`src/rip_pkg.sv`:
```
// Constants, carriers and state layout of the RTC interrupt and prescaler block
package rip_pkg;

	// Register offsets on the host address bus
	localparam logic [4:0] ADR_MAIN = 5'h00;
	localparam logic [4:0] ADR_ROUT = 5'h02;
	localparam logic [4:0] ADR_TICK = 5'h03;
	localparam logic [4:0] ADR_ENLO = 5'h03;
	localparam logic [4:0] ADR_ENHI = 5'h04;
	localparam logic [4:0] ADR_ALM0 = 5'h13;

	// Main status bit positions
	localparam int MS_INT  = 0;
	localparam int MS_PF   = 1;
	localparam int MS_PER  = 2;
	localparam int MS_ALM  = 3;
	localparam int MS_BANK = 6;
	localparam int MS_PAGE = 7;

	// Upper enable register bits; low bits enable compare bytes
	localparam int EH_PF  = 6;
	localparam int EH_ALM = 7;

	// Routing bits: one steers the source to the second output
	localparam int RT_PF  = 0;
	localparam int RT_PER = 1;
	localparam int RT_ALM = 2;

	localparam int CMP_BYTES = 6;
	localparam int TICKS     = 6;

	// Prescaler: first stage divide per crystal, then a rate accumulator
	localparam logic [7:0]  DIV1 [4] = '{8'h01, 8'h01, 8'h96, 8'h80};
	localparam logic [15:0] MOD2 [4] = '{16'h7d00, 16'h8000, 16'h8000, 16'h8000};
	localparam logic [16:0] TICK_HZ = 17'h00064;

	// Crystal choices
	typedef enum logic [1:0] {
		XT_32K   = 2'b00,
		XT_32K7  = 2'b01,
		XT_4M91  = 2'b10,
		XT_4M19  = 2'b11
	} rip_xtal_t;

	// Host bus pins as seen at the device
	typedef struct packed {
		logic       cs_n;
		logic       rd_n;
		logic       wr_n;
		logic [4:0] addr;
		logic [7:0] data;
	} rip_bus_t;

	// Whole block state
	typedef struct packed {
		logic [2:0]       cs;
		logic [2:0]       rd;
		logic [2:0]       wr;
		logic [1:0][4:0]  addr;
		logic [1:0][7:0]  data;
		logic [1:0]       pfl;
		logic [2:0]       xt;
		logic             pf;
		logic [TICKS-1:0] tf;
		logic             per;
		logic             alm;
		logic             match;
		logic             bank;
		logic             page;
		logic [7:0]       rout;
		logic [7:0]       en_lo;
		logic [7:0]       en_hi;
		logic [CMP_BYTES-1:0][7:0] cmp;
		logic [7:0]       rdata;
		logic [7:0]       div1;
		logic [15:0]      acc;
		logic             tick;
	} rip_st_t;

endpackage

```
`src/rip_core.sv`:
```
// RTC prescaler and interrupt logic with host register access
//
// Overview of operation
// - Crystal is divided to a 32 kHz rate, then to a 100 Hz tick.
// - Four crystal choices selectable; each yields the same 100 Hz tick.
// - A source interrupts only when host has written its enable bit to one.
// - Status at 00H always; bank 0 flags 03H; bank 1 routing, enables 02H-04H.
// - Status bit 0 is high while either interrupt output is active.
// - Status bits 1 to 3 are main flags set by their events.
// - Alarm match always sets its flag; output only with alarm enable.
// - Periodic enables mask the main periodic flag, not the tick flags.
// - Power fail flag set on supply loss, held until power returns.
// - All enables zero and no periodic flag pending means no interrupt output; flags still readable.
// - Status bits 2 and 3 clear by writing one; zero leaves them.
// - Any access to the tick flag register clears all tick flags.
// - Enabled compare bytes must all match; disabled bytes count as equal.
// - A compare byte with comparison off is plain host storage.
// - Six tick flags, each set by its tick regardless of enables.
// - Each rate has its own enable; any mix feeds the main periodic flag.
// - Enabled tick sets periodic flag and interrupt; writing one cancels both.
// - Periodic flag stays pending after enables clear until host clears it.
// - Each tick comes from the rollover of its time counter.
// - Power fail status follows internal signal; writes never clear it.
// - Power fail interrupt enable in upper enable register masks it.
// - Power fail is gated by chip select so accesses finish.
// - Main status holds page and bank select bits steering decode.
`timescale 1ns/1ps
`default_nettype none

module rip_core
	import rip_pkg::*;
#(
	parameter int NUM_CMP = rip_pkg::CMP_BYTES
) (
	input  wire logic                 clk,
	input  wire logic                 resetn,
	input  wire rip_pkg::rip_bus_t    bus,
	output logic [7:0]                dout,
	output logic                      dout_oe,
	input  wire rip_pkg::rip_xtal_t   xtal_sel,
	input  wire logic                 xtal_in,
	input  wire logic                 supply_loss_in_n,
	input  wire logic [5:0]           roll,
	input  wire logic [5:0][7:0]      cnt,
	output logic                      irq_out_n,
	output logic                      multi_function_out_n,
	output logic                      tick_100hz
);
	import rip_pkg::*;

	// Elaboration check on compare byte count
	if (NUM_CMP < 1 || NUM_CMP > CMP_BYTES) begin : g_bad
		$error("NUM_CMP out of range");
	end

	rip_st_t st_q;
	rip_st_t st_d;

	logic                 cs;
	logic                 rd_start;
	logic                 wr_done;
	logic [4:0]           a;
	logic [7:0]           wd;
	logic                 sel_ms;
	logic                 sel_tf;
	logic                 sel_rout;
	logic                 sel_enlo;
	logic                 sel_enhi;
	logic [CMP_BYTES-1:0] sel_cmp;
	logic [CMP_BYTES-1:0] eq;
	logic                 match;
	logic                 alm_int;
	logic                 pf_int;
	logic                 irq_act;
	logic                 mfo_act;
	logic                 int_stat;
	logic [7:0]           ms_val;
	logic [7:0]           rmux;
	logic                 xt_edge;
	logic [16:0]          sum;

	////////////////////////////////////////////////////////////////////////
	// Host strobes and decode

	// Second sync stage is looked at; rd and wr edge detects also use the third
	assign cs       = st_q.cs[1];
	assign rd_start = cs & st_q.rd[1] & ~st_q.rd[2];
	assign wr_done  = cs & ~st_q.wr[1] & st_q.wr[2];
	assign a        = st_q.addr[1];
	assign wd       = st_q.data[1];

	// Bank-switched decode; page 1 holds only the status register here
	assign sel_ms   = (a == ADR_MAIN);
	assign sel_tf   = ~st_q.page & ~st_q.bank & (a == ADR_TICK);
	assign sel_rout = ~st_q.page & st_q.bank & (a == ADR_ROUT);
	assign sel_enlo = ~st_q.page & st_q.bank & (a == ADR_ENLO);
	assign sel_enhi = ~st_q.page & st_q.bank & (a == ADR_ENHI);

	////////////////////////////////////////////////////////////////////////
	// Alarm compare bytes

	// Disabled or unbuilt bytes read as equal
	for (genvar i = 0; i < CMP_BYTES; i++) begin : g_cmp
		if (i < NUM_CMP) begin : g_on
			assign eq[i] = ~st_q.en_hi[i] | (st_q.cmp[i] == cnt[i]);
		end else begin : g_off
			assign eq[i] = 1'b1;
		end
		assign sel_cmp[i] = ~st_q.page & ~st_q.bank
			& (a == ADR_ALM0 + 5'(i));
	end

	// No compare enabled means no alarm, else it would fire at reset
	assign match = (&eq) & (|st_q.en_hi[CMP_BYTES-1:0]);

	////////////////////////////////////////////////////////////////////////
	// Interrupt outputs, combinational so they drop with the flag

	assign alm_int  = st_q.alm & st_q.en_hi[EH_ALM];
	assign pf_int   = st_q.pf & st_q.en_hi[EH_PF];
	// Periodic flag is not gated again: pending survives enable clear
	assign irq_act  = (alm_int & ~st_q.rout[RT_ALM])
		| (st_q.per & ~st_q.rout[RT_PER])
		| (pf_int & ~st_q.rout[RT_PF]);
	assign mfo_act  = (alm_int & st_q.rout[RT_ALM])
		| (st_q.per & st_q.rout[RT_PER])
		| (pf_int & st_q.rout[RT_PF]);
	assign int_stat = irq_act | mfo_act;

	assign irq_out_n            = ~irq_act;
	assign multi_function_out_n = ~mfo_act;

	// Status layout
	always_comb begin
		ms_val          = 8'h00;
		ms_val[MS_INT]  = int_stat;
		ms_val[MS_PF]   = st_q.pf;
		ms_val[MS_PER]  = st_q.per;
		ms_val[MS_ALM]  = st_q.alm;
		ms_val[MS_BANK] = st_q.bank;
		ms_val[MS_PAGE] = st_q.page;
	end

	// Read mux; unmapped locations read zero
	always_comb begin
		rmux = 8'h00;
		if (sel_ms)
			rmux = ms_val;
		else if (sel_tf)
			rmux = {2'b00, st_q.tf};
		else if (sel_rout)
			rmux = st_q.rout;
		else if (sel_enlo)
			rmux = st_q.en_lo;
		else if (sel_enhi)
			rmux = st_q.en_hi;
		for (int i = 0; i < CMP_BYTES; i++) begin
			if (sel_cmp[i])
				rmux = st_q.cmp[i];
		end
	end

	assign dout       = st_q.rdata;
	assign dout_oe    = cs & st_q.rd[1];
	assign tick_100hz = st_q.tick;

	////////////////////////////////////////////////////////////////////////
	// Prescaler edge and rate sum

	assign xt_edge = st_q.xt[1] & ~st_q.xt[2];
	assign sum     = {1'b0, st_q.acc} + TICK_HZ;

	////////////////////////////////////////////////////////////////////////
	// Next state

	always_comb begin
		st_d = st_q;

		// Two-stage syncs, active high inside
		st_d.cs      = {st_q.cs[1:0], ~bus.cs_n};
		st_d.rd      = {st_q.rd[1:0], ~bus.rd_n};
		st_d.wr      = {st_q.wr[1:0], ~bus.wr_n};
		st_d.addr    = {st_q.addr[0], bus.addr};
		st_d.data    = {st_q.data[0], bus.data};
		st_d.pfl     = {st_q.pfl[0], ~supply_loss_in_n};
		st_d.xt      = {st_q.xt[1:0], xtal_in};

		// Read data frozen at strobe start, before any clear lands
		if (rd_start)
			st_d.rdata = rmux;

		// Stage one counts crystal edges, stage two accumulates rate
		st_d.tick = 1'b0;
		if (xt_edge) begin
			if (st_q.div1 >= DIV1[xtal_sel] - 8'h01) begin
				st_d.div1 = 8'h00;
				// Rate ratio kept exact by modulo sum, no drift
				if (sum >= {1'b0, MOD2[xtal_sel]}) begin
					st_d.acc  = 16'(sum - {1'b0, MOD2[xtal_sel]});
					st_d.tick = 1'b1;
				end else begin
					st_d.acc = sum[15:0];
				end
			end else begin
				st_d.div1 = st_q.div1 + 8'h01;
			end
		end

		// Power fail latched only while no access is under way
		if (!st_q.pfl[1])
			st_d.pf = 1'b0;
		else if (!cs)
			st_d.pf = 1'b1;

		// Register writes
		if (wr_done) begin
			if (sel_ms) begin
				st_d.bank = wd[MS_BANK];
				st_d.page = wd[MS_PAGE];
				if (wd[MS_PER])
					st_d.per = 1'b0;
				if (wd[MS_ALM])
					st_d.alm = 1'b0;
			end
			if (sel_rout)
				st_d.rout = wd;
			if (sel_enlo)
				st_d.en_lo = wd;
			if (sel_enhi)
				st_d.en_hi = wd;
			for (int i = 0; i < CMP_BYTES; i++) begin
				if (sel_cmp[i])
					st_d.cmp[i] = wd;
			end
		end

		// Tick flags clear on any access; a new tick wins
		if ((rd_start | wr_done) & sel_tf)
			st_d.tf = 6'h00;
		st_d.tf = st_d.tf | roll;

		// Enabled ticks set the main periodic flag; set beats clear
		if (|(roll & st_q.en_lo[TICKS-1:0]))
			st_d.per = 1'b1;

		// Alarm flag on the rising match, enable or not
		st_d.match = match;
		if (match & ~st_q.match)
			st_d.alm = 1'b1;
	end

	// One register for all state
	always_ff @(posedge clk) begin
		if (!resetn)
			st_q <= '0;
		else
			st_q <= st_d;
	end
endmodule

`default_nettype wire

```
`config.mk`:
```
export PLATFORM = sky130hd
export DESIGN_NAME = rip_core
export DESIGN_NICKNAME = d
export VERILOG_FILES = /design/src/rip_pkg.sv /design/src/rip_core.sv
export SDC_FILE = /design/constraint.sdc
export NUM_CORES = 1
export LEC_CHECK = 0
export BUFFER_PORTS_ARGS = -buffer_cell sky130_fd_sc_hd__clkbuf_2
export CORE_ASPECT_RATIO = 0.7
export CORE_MARGIN = 5
export CORE_UTILIZATION = 61
export CTS_BUF_LIST = sky130_fd_sc_hd__clkbuf_8
export CTS_CLUSTER_DIAMETER = 120
export DETAILED_ROUTE_END_ITERATION = 8
export PLACE_DENSITY = 0.83
export SETUP_SLACK_MARGIN = 0.5
export SLEW_MARGIN = 15
export SYNTH_ARGS = -nofsm -noshare
export SYNTH_HDL_FRONTEND = slang
export SYNTH_SLANG_ARGS = --single-unit
```
`constraint.sdc`:
```
create_clock -name clk -period 4.2 [get_ports clk]
set_clock_uncertainty 0.1 [all_clocks]
set_input_delay 0.21 -clock clk [delete_from_list [all_inputs] [get_ports clk]]
set_output_delay 0.21 -clock clk [all_outputs]
set_load 0.02 [all_outputs]
```
==> impl_metrics.toml, run 1 <==
[sta]
setup_tns_ps = 0
grt_setup_unrepaired = "no"
maxSlewViolCount = 0
setup_viol_count_final = 0
max_slew_margin_pct = 36.68
period_needed_ps = 3396
finalHoldViolations = 0
fin_crit_sh_pct = 80.87
clock.fmax_ghz = 0.2944
tightest_slew_ps = 948.5

[run_status]
status = "finished clean"

[worst_setup_path]
cp_max_fo = 8
slowest_delay_ps = 500
cp.arrival_ps = 3650
required_ps = 4450
crit_slowest_cell = "or3b_1"
worstSetupEndpointType = "flip-flop"
path_cells = "ha_1, a211o_1, nand2_1, xor2_1, ha_1, nor2b_1, a221o_1, o211ai_2, or3b_1, and2_4, a221o_1"
regToRegSetupSlack_ps = 800
criticalPathCategory = "flip-flop to flip-flop"
start_kind = "flip-flop"

[placed_design]
dp_hpwl_um = 15720
post_dp_cell_area_um2 = 8239
place_congestion = 0.9895
numPortBuffers = 87

[finish]
design_area_um2 = 8930
final_common_cell = "dfxtp_1"
final_cell_mix = "154 x dfxtp_1, 96 x nor2_1, 87 x clkbuf_2"
final_nets = 1066
areaGrowthSynthToFinish_pct = 14.58
drive_gt1_share_pct = 15.03
n_antenna_cell = 0

[detailed_routing]
vias = 7134
drc = 0
wl_per_cell_um = 19.71
drt_iter0_markers = 840
via_per_inst = 6.220
wl_um = 22610
drt_first_pass_iters = 7
antenna_left = 0

[synth]
post_synth_num_cell_types = 75
ys_seq_area_share_pct = 39.56
synthArstFlopShare_pct = 0
ys_warn_count = 0
synth-seq-cells = 154
syn_area_um2 = 7794
postSynthCellCount = 891
ys.flop_type = "dfxtp_1"
syn_nets = 985
synth-edff-count = 0
avgSynthCellArea_um2 = 8.747

[global_route]
use_met2_pct = 41.41
use_met3_pct = 9.606
antenna_found_initial = 1
grt_usage_pct = 29.25
grt_pass1_vias = 6602
overflow = 0
grt.busiest_layer = "met1"
use_met1_pct = 42.99
grt_pass1_wl_um = 35700
grt_max_degree = 51

[floorplanning]
pin_count = 88
fp-row-count = 34
fp.dieW_um = 145.1
start_util_pct = 62.53
fp.dieH_um = 104.6
core_area_um2 = 12460
dieArea_um2 = 15170

[power_and_ir_drop]
p_leak_uw = 0.003541
finalPower_uw = 2970
peakVddDrop_v = 0.0003706
p_per_area_nw_per_um2 = 332.6

[clock_network]
cts_tree = "built"
cts_buffers = 17
clock_sinks = 154
htreeDepth = 4
clock_latency_ps = 470
root_buffer = "clkbuf_8"
cts.path.max_buffers = 2
clk_pin_slew_ps = 100
postCtsSetupRepairBufs = 0

[run]
max-cap-violations = 0

[hold_path]
hold_path.class = "input pin to flip-flop"
path summary, 6_finish.rpt:
check / startpoint / to / cells past startpoint
worst min register to register: st_q[121] / ms_val[1] / 2
worst max register to register: st_q[3] / st_q[10] / 11
worst min-delay path: cnt[29] / st_q[107] / 6
worst max-delay path: st_q[3] / st_q[10] / 11
timing repair:
action | 4_1_cts | 5_1_grt
hold buffers | 24 | 0
resized for setup | 0 | 0
hold endpoints to repair | 25 | 0
metal layers:
layer | wire length (um) | vias to the layer above
met1 | 9934 | 3322
li1 | - | 3329
met3 | 2725 | 65
met2 | 9442 | 416
met4 | 498 | 2
met5 | 9 | -
final cells by class:
cell class	count	area [um^2]
multi-input combinational	666	4402
fill	929	3535
sequential	154	3083
timing repair buffer	120	743.2
clock buffer	17	234.0
clock inverter	15	216.5
tap	162	202.7
inverter	13	48.80
synthesized netlist by cell type (4+ instances only):
cell	n	area share, %
xor2_1	29	3.3
and3_1	5	0.40
nand3_1	39	2.5
nor2_1	96	4.6
a31oi_1	10	0.80
nor3_1	8	0.51
o211ai_1	5	0.48
o22ai_1	6	0.48
nor4_1	4	0.32
a221o_1	4	0.51
buf_2	6	0.39
a21oi_1	51	3.3
a221oi_1	4	0.45
dfxtp_1	154	40
buf_4	9	0.87
clkbuf_1	39	1.9
a21o_1	4	0.39
a22o_1	5	0.56
nor3b_1	5	0.48
mux2i_1	53	6.8
and2_1	39	3.1
nand4_1	21	1.7
a211oi_1	7	0.67
inv_1	13	0.63
xnor2_1	42	4.7
o21ai_1	6	0.39
o21ai_0	29	1.9
ha_1	18	2.9
nor2b_1	12	0.96
a22oi_1	12	1.2
nand2_1	69	3.3
nand2b_1	13	1.0
registers in the layout, indices dropped and copies added, names as in the netlist:
register,flops
cs,1
st_q,105
ms_val,5
tick_100hz,1
dout,8
wd,8
st_d,21
a,5
logic make-up (layout without fill, tap and decap cells):
| group | after synthesis | in the layout | share of synthesized area [%] |
|---|---|---|---|
| simple gates | 340 | 340 | 22.07 |
| mux | 59 | 59 | 7.963 |
| fa+ha+maj | 18 | 18 | 2.890 |
| xor+xnor | 71 | 71 | 7.979 |
| compound gates | 178 | 178 | 15.49 |
| buf+inv | 71 | 165 | 4.046 |
| flops | 154 | 154 | 39.56 |
power by group:
group / leakage [uW] / switching [uW] / total, uW / internal (uW)
sequential: 0.00125 / 36.6 / 1520 / 1480
combinational: 0.00207 / 112 / 211 / 99.3
clock: 0.000224 / 669 / 1240 / 571
total: 0.00354 / 818 / 2970 / 2150
metrics by stage:
step / setup WS, ps / hold slack [ps] / utilization, % / cells
3_3_place_gp: 914.9 / 267.0 / 66.10 / 1091
2_1_floorplan: 1034 / 176.7 / - / 891
3_5_place_dp: 862.5 / 266.4 / 66.10 / 1091
5_1_grt: 607.7 / 168.5 / 71.64 / 1147
4_1_cts: 829.7 / 138.9 / 71.64 / 1147
6_report: 803.6 / 153.6 / 71.64 / 1147
worst max-delay path, delay by kind of cell (launching register included):
family | cells | cell delay (ps)
AO/OA/AOI/OAI | 4 | 1200
XOR/XNOR | 1 | 90
adder cells (fa/ha/maj) | 2 | 520
flip-flops | 1 | 370
AND/OR/NAND/NOR | 4 | 990
No activity file was read; power rests on OpenSTA's default activity.
==> run 2: changes to the inputs <==
- clock period: 4.2 -> 3.33 ns (I/O delays scaled with it)
==> run 2 against run 1 <==
Against the previous run: fmax grew 12%; via count is 0.67% higher; total power grew 22%; clock-buffer cell count rose by 1; combinational power up 33%.
==> impl_metrics.toml, run 2 (synthesized netlist as in run 1, its figures left out) <==
[worst_setup_path]
critPathTopFamily = "compound AO/OA/AOI/OAI gates"
cp.arrival_ps = 3270
path_cells = "ha_4, a211o_4, nand2_2, xor2_1, ha_2, nor2b_1, a221o_1, o211ai_2, or3b_4, and2_4, a221o_1"
crit_top_cell = "a221o_1"
required_ps = 3560
start_kind = "flip-flop"
worstSetupEndpointType = "flip-flop"
slowest_delay_ps = 430
cp_max_fo = 8
criticalPathCategory = "flip-flop to flip-flop"
crit_slowest_cell = "or3b_4"
path_buf_inv = 0

[run_status]
status = "finished clean"

[sta]
maxSlewViolCount = 0
grt_setup_unrepaired = "yes"
worst_slack_ps = 293.9
setup_tns_ps = 0
tightest_slew_ps = 929.1
fin_crit_sh_pct = 91.17
max_slew_margin_pct = 37.58
finalHoldViolations = 0
setup_viol_count_final = 0
clock.fmax_ghz = 0.3294
period_needed_ps = 3036

[detailed_routing]
wl_um = 22320
drc = 0
drt_first_pass_iters = 5
wl_per_cell_um = 19.03
antenna_left = 0
via_per_inst = 6.123
vias = 7182
drt_iter0_markers = 836

[clock_network]
clock_sinks = 154
htreeDepth = 4
cts_tree = "built"
cts_buffers = 17
clock_latency_ps = 450
clk_pin_slew_ps = 100
cts.path.max_buffers = 2
root_buffer = "clkbuf_8"

[placed_design]
dp_cells = 1097
dp_slack_ps = 153.7
numPortBuffers = 87
dp_hpwl_um = 15750
place_congestion = 1.012
post_dp_cell_area_um2 = 8302

[floorplanning]
fp-row-count = 34
start_util_pct = 62.53
fp.dieH_um = 104.6
dieArea_um2 = 15170
core_area_um2 = 12460
fp.dieW_um = 145.1
pin_count = 88

[power_and_ir_drop]
p_sw_share_pct = 27.05
peakVddDrop_v = 0.0003292
intPower_uw = 2647
p_sw_uw = 981.5
finalPower_uw = 3628
p_seq_share_pct = 52.6
combinationalPowerShare_pct = 7.7
p_clk_share_pct = 39.7
p_per_area_nw_per_um2 = 394.4
p_leak_uw = 0.003669

[finish]
stdcell_count = 1173
register_area_um2 = 3097
final_common_cell = "dfxtp_1"
regMostFlops = "st_q"
fillers = 922
largest_register_ffs = 105
design_area_um2 = 9199
n_antenna_cell = 0
drive_gt1_share_pct = 19.58
multiInputGateArea_um2 = 4502
areaGrowthSynthToFinish_pct = 18.03
final_nets = 1092
final_cell_mix = "147 x dfxtp_1, 95 x nor2_1, 87 x clkbuf_2"

[hold_path]
hold_path.class = "input pin to flip-flop"

[global_route]
grt_pass1_wl_um = 35300
antenna_found_initial = 0
grt_pass1_vias = 6603
overflow = 0
grt_max_degree = 70
grt_usage_pct = 28.64

[run]
max-cap-violations = 0
## run 2: path summary, 6_finish.rpt
check,startpoint,to,slack [ps],cells past startpoint
worst max-delay path,st_q[3],st_q[9],290,11
worst min-delay path,resetn,st_q[41],100,3
worst max register to register,st_q[3],st_q[9],290,11
worst min register to register,st_q[121],ms_val[1],340,2
## run 2: layout make-up
type / count / share of cell area (%)
clock buffers: 18 / 2.693
well taps: 162 / 2.203
multi-input cells: 666 / 48.94
clock inverters: 14 / 1.727
inverters: 13 / 0.5305
flip-flops and latches: 154 / 33.66
repair buffers: 146 / 10.24
## run 2: power by group through the flow
stage	logic, uW	clock network (uW)	registers, uW
2_1_floorplan	166	0	1920
3_3_place_gp	238	0	1950
3_5_place_dp	241	0	1950
4_1_cts	275	1440	1910
5_1_grt	307	1530	1910
6_report	280	1440	1910
## run 2: metrics by stage
step	utilization, %	hold slack, ps
finish	73.80	104.7
global route	73.80	95.11
CTS	73.31	79.81
detailed placement	66.60	229.9
global placement	66.60	225.1
floorplan	-	133.2
## run 2: timing repair
| item | in CTS | in global routing |
|---|---|---|
| pin swaps | 9 | 2 |
| endpoints found under the hold margin | 25 | 0 |
| hold buffers | 24 | 0 |
| endpoints found under the setup margin | 9 | 9 |
| buffers inserted | 15 | 5 |
| gates resized for setup | 21 | 7 |
## run 2: worst reg2reg max path, delay by kind of cell, from the launching register on
| family | cells | cell delay (ps) |
|---|---|---|
| simple gates | 4 | 840 |
| fa+ha+maj | 2 | 360 |
| flops | 1 | 370 |
| compound gates | 4 | 1170 |
| xor+xnor | 1 | 80 |
## run 2: routing by layer
metal,GRT usage [%],up-vias,wire length [um]
met4,7.257,0,518
li1,-,3377,-
met3,8.827,51,2755
met5,0,-,0
met2,38.82,401,9031
met1,43.93,3353,10020
==> run 3: changes to the inputs <==
- CORE_ASPECT_RATIO: 0.7 -> unset
- SETUP_SLACK_MARGIN: 0.5 -> 0.15
==> run 3 against run 2 <==
Against the previous run: utilization decreased by 2.0 points; register-to-register slack got worse by 50 ps; design area decreased by 1.9%; clock power about the same; setup slack got worse by 45 ps; die area decreased by 0.23%; first-iteration DRC count decreased by 6.5%; critical endpoint is now st_q[10]; critical path depth unchanged; wire length decreased by 3.5%; via count decreased by 1.5%.
==> impl_metrics.toml, run 3 (synthesized netlist as in run 1, its figures left out) <==
[finish]
n_antenna_cell = 0
final_nets = 1075
areaGrowthSynthToFinish_pct = 15.75
drive_gt1_share_pct = 17.10
final_common_cell = "dfxtp_1"
register_area_um2 = 3094
regMostFlops = "st_q"
fillers = 979
finalCoreUtilization_pct = 71.78
largest_register_ffs = 105
final_cell_mix = "149 x dfxtp_1, 96 x nor2_1, 87 x clkbuf_2"
multiInputGateArea_um2 = 4447
stdcell_count = 1166

[worst_setup_path]
required_ps = 3560
regToRegSetupSlack_ps = 250
reg2reg_to = "st_q[10]"
start_kind = "flip-flop"
cp_max_fo = 8
reg2reg_depth = 11
rr_startpoint = "st_q[4]"
cp.arrival_ps = 3310
criticalPathCategory = "flip-flop to flip-flop"
worstSetupEndpointType = "flip-flop"

[run]
max-cap-violations = 0

[global_route]
grt_max_degree = 64
grt_pass1_wl_um = 33930
antenna_found_initial = 0
overflow = 0
grt_usage_pct = 28.97
grt_pass1_vias = 6614

[floorplanning]
fp.dieW_um = 123.0
pin_count = 88
start_util_pct = 62.01
dieArea_um2 = 15140
core_area_um2 = 12570
fp.dieH_um = 123.0
fp-row-count = 41

[clock_network]
root_buffer = "clkbuf_8"
cts_tree = "built"
clk_pin_slew_ps = 80
cts.path.max_buffers = 2
htreeDepth = 4
clock_latency_ps = 440
clock_sinks = 154
cts_buffers = 17

[detailed_routing]
vias = 7075
drt_first_pass_iters = 6
drc = 0
wl_um = 21540
wl_per_cell_um = 18.48
drt_iter0_markers = 782
via_per_inst = 6.068
antenna_left = 0

[power_and_ir_drop]
finalPower_uw = 3625
p_per_area_nw_per_um2 = 401.9
p_leak_uw = 0.003572
peakVddDrop_v = 0.0004322

[sta]
setup_viol_count_final = 0
tightest_slew_ps = 827.8
finalHoldViolations = 0
period_needed_ps = 3081
max_slew_margin_pct = 43.39
setup_tns_ps = 0
fin_crit_sh_pct = 92.53
clock.fmax_ghz = 0.3245
grt_setup_unrepaired = "yes"
maxSlewViolCount = 0

[placed_design]
numPortBuffers = 87
place_congestion = 0.9814
dp_hpwl_um = 15150
dp_cells = 1108

[hold_path]
min_to = "st_q[18]"
holdPathStages = 3
hold_start = "resetn"
hold_path.class = "input pin to flip-flop"

[run_status]
status = "finished clean"
run 3: stage by stage:
step / hold slack (ps) / worst slack (ps) / instance area [um^2]
after floorplan: 133.2 / 163.5 / 7794
after global placement: 225.3 / 205.7 / 8304
after detailed placement: 226.5 / 140.0 / 8304
after CTS: 133.7 / 169.4 / 8952
after global routing: 159.5 / 143.4 / 9021
final: 151.6 / 248.8 / 9021
run 3: worst max path at each step:
stage / startpoint / endpoint / slack (ps) / cells after the start
floorplan: st_q[3] / st_q[10] / 160 / 13
global placement: st_q[3] / st_q[10] / 210 / 11
detailed placement: st_q[3] / st_q[10] / 140 / 11
CTS: st_q[3] / st_q[10] / 170 / 11
global route: st_q[4] / st_q[9] / 140 / 11
finish: st_q[4] / st_q[10] / 250 / 11
run 3: worst max-delay path, cell delays in order, from the launching register on:
cell and delay, ps:
dfxtp_4 370, ha_4 160, a211o_1 310, nand4_1 150, xnor2_2 90, ha_1 340
inv_1 60, a221o_1 290, o211ai_2 180, or3b_4 430, and2_4 190, a221o_1 300
run 3: layout make-up:
type / instances / area share (%)
Clock buffer: 18 / 2.746
Clock inverter: 14 / 1.748
Inverter: 13 / 0.5409
Multi-Input combinational cell: 666 / 49.29
Sequential cell: 154 / 34.30
Tap cell: 172 / 2.386
Timing Repair Buffer: 129 / 8.988
run 3: power by group:
part / switching (uW) / internal [uW] / total, uW
Clock: 747 / 704 / 1450
Sequential: 37.1 / 1870 / 1900
Combinational: 143 / 128 / 270
Total: 927 / 2700 / 3630
run 3: repair_timing:
action,in CTS,in global routing
hold buffers,24,0
hold endpoints to repair,25,0
gates resized for setup,1,16
cloned,0,0
setup buffers,0,2
pin swaps,0,4
setup endpoints to repair,2,8
run 3: layer usage:
metal  part of all wire, %  track usage [%]  up-vias
met1                    43            40.57     3317
met2                    44            43.87      359
li1                      -                -     3338
met5                     0                0        -
met4                   2.5            9.481        0
met3                   9.8            7.365       61
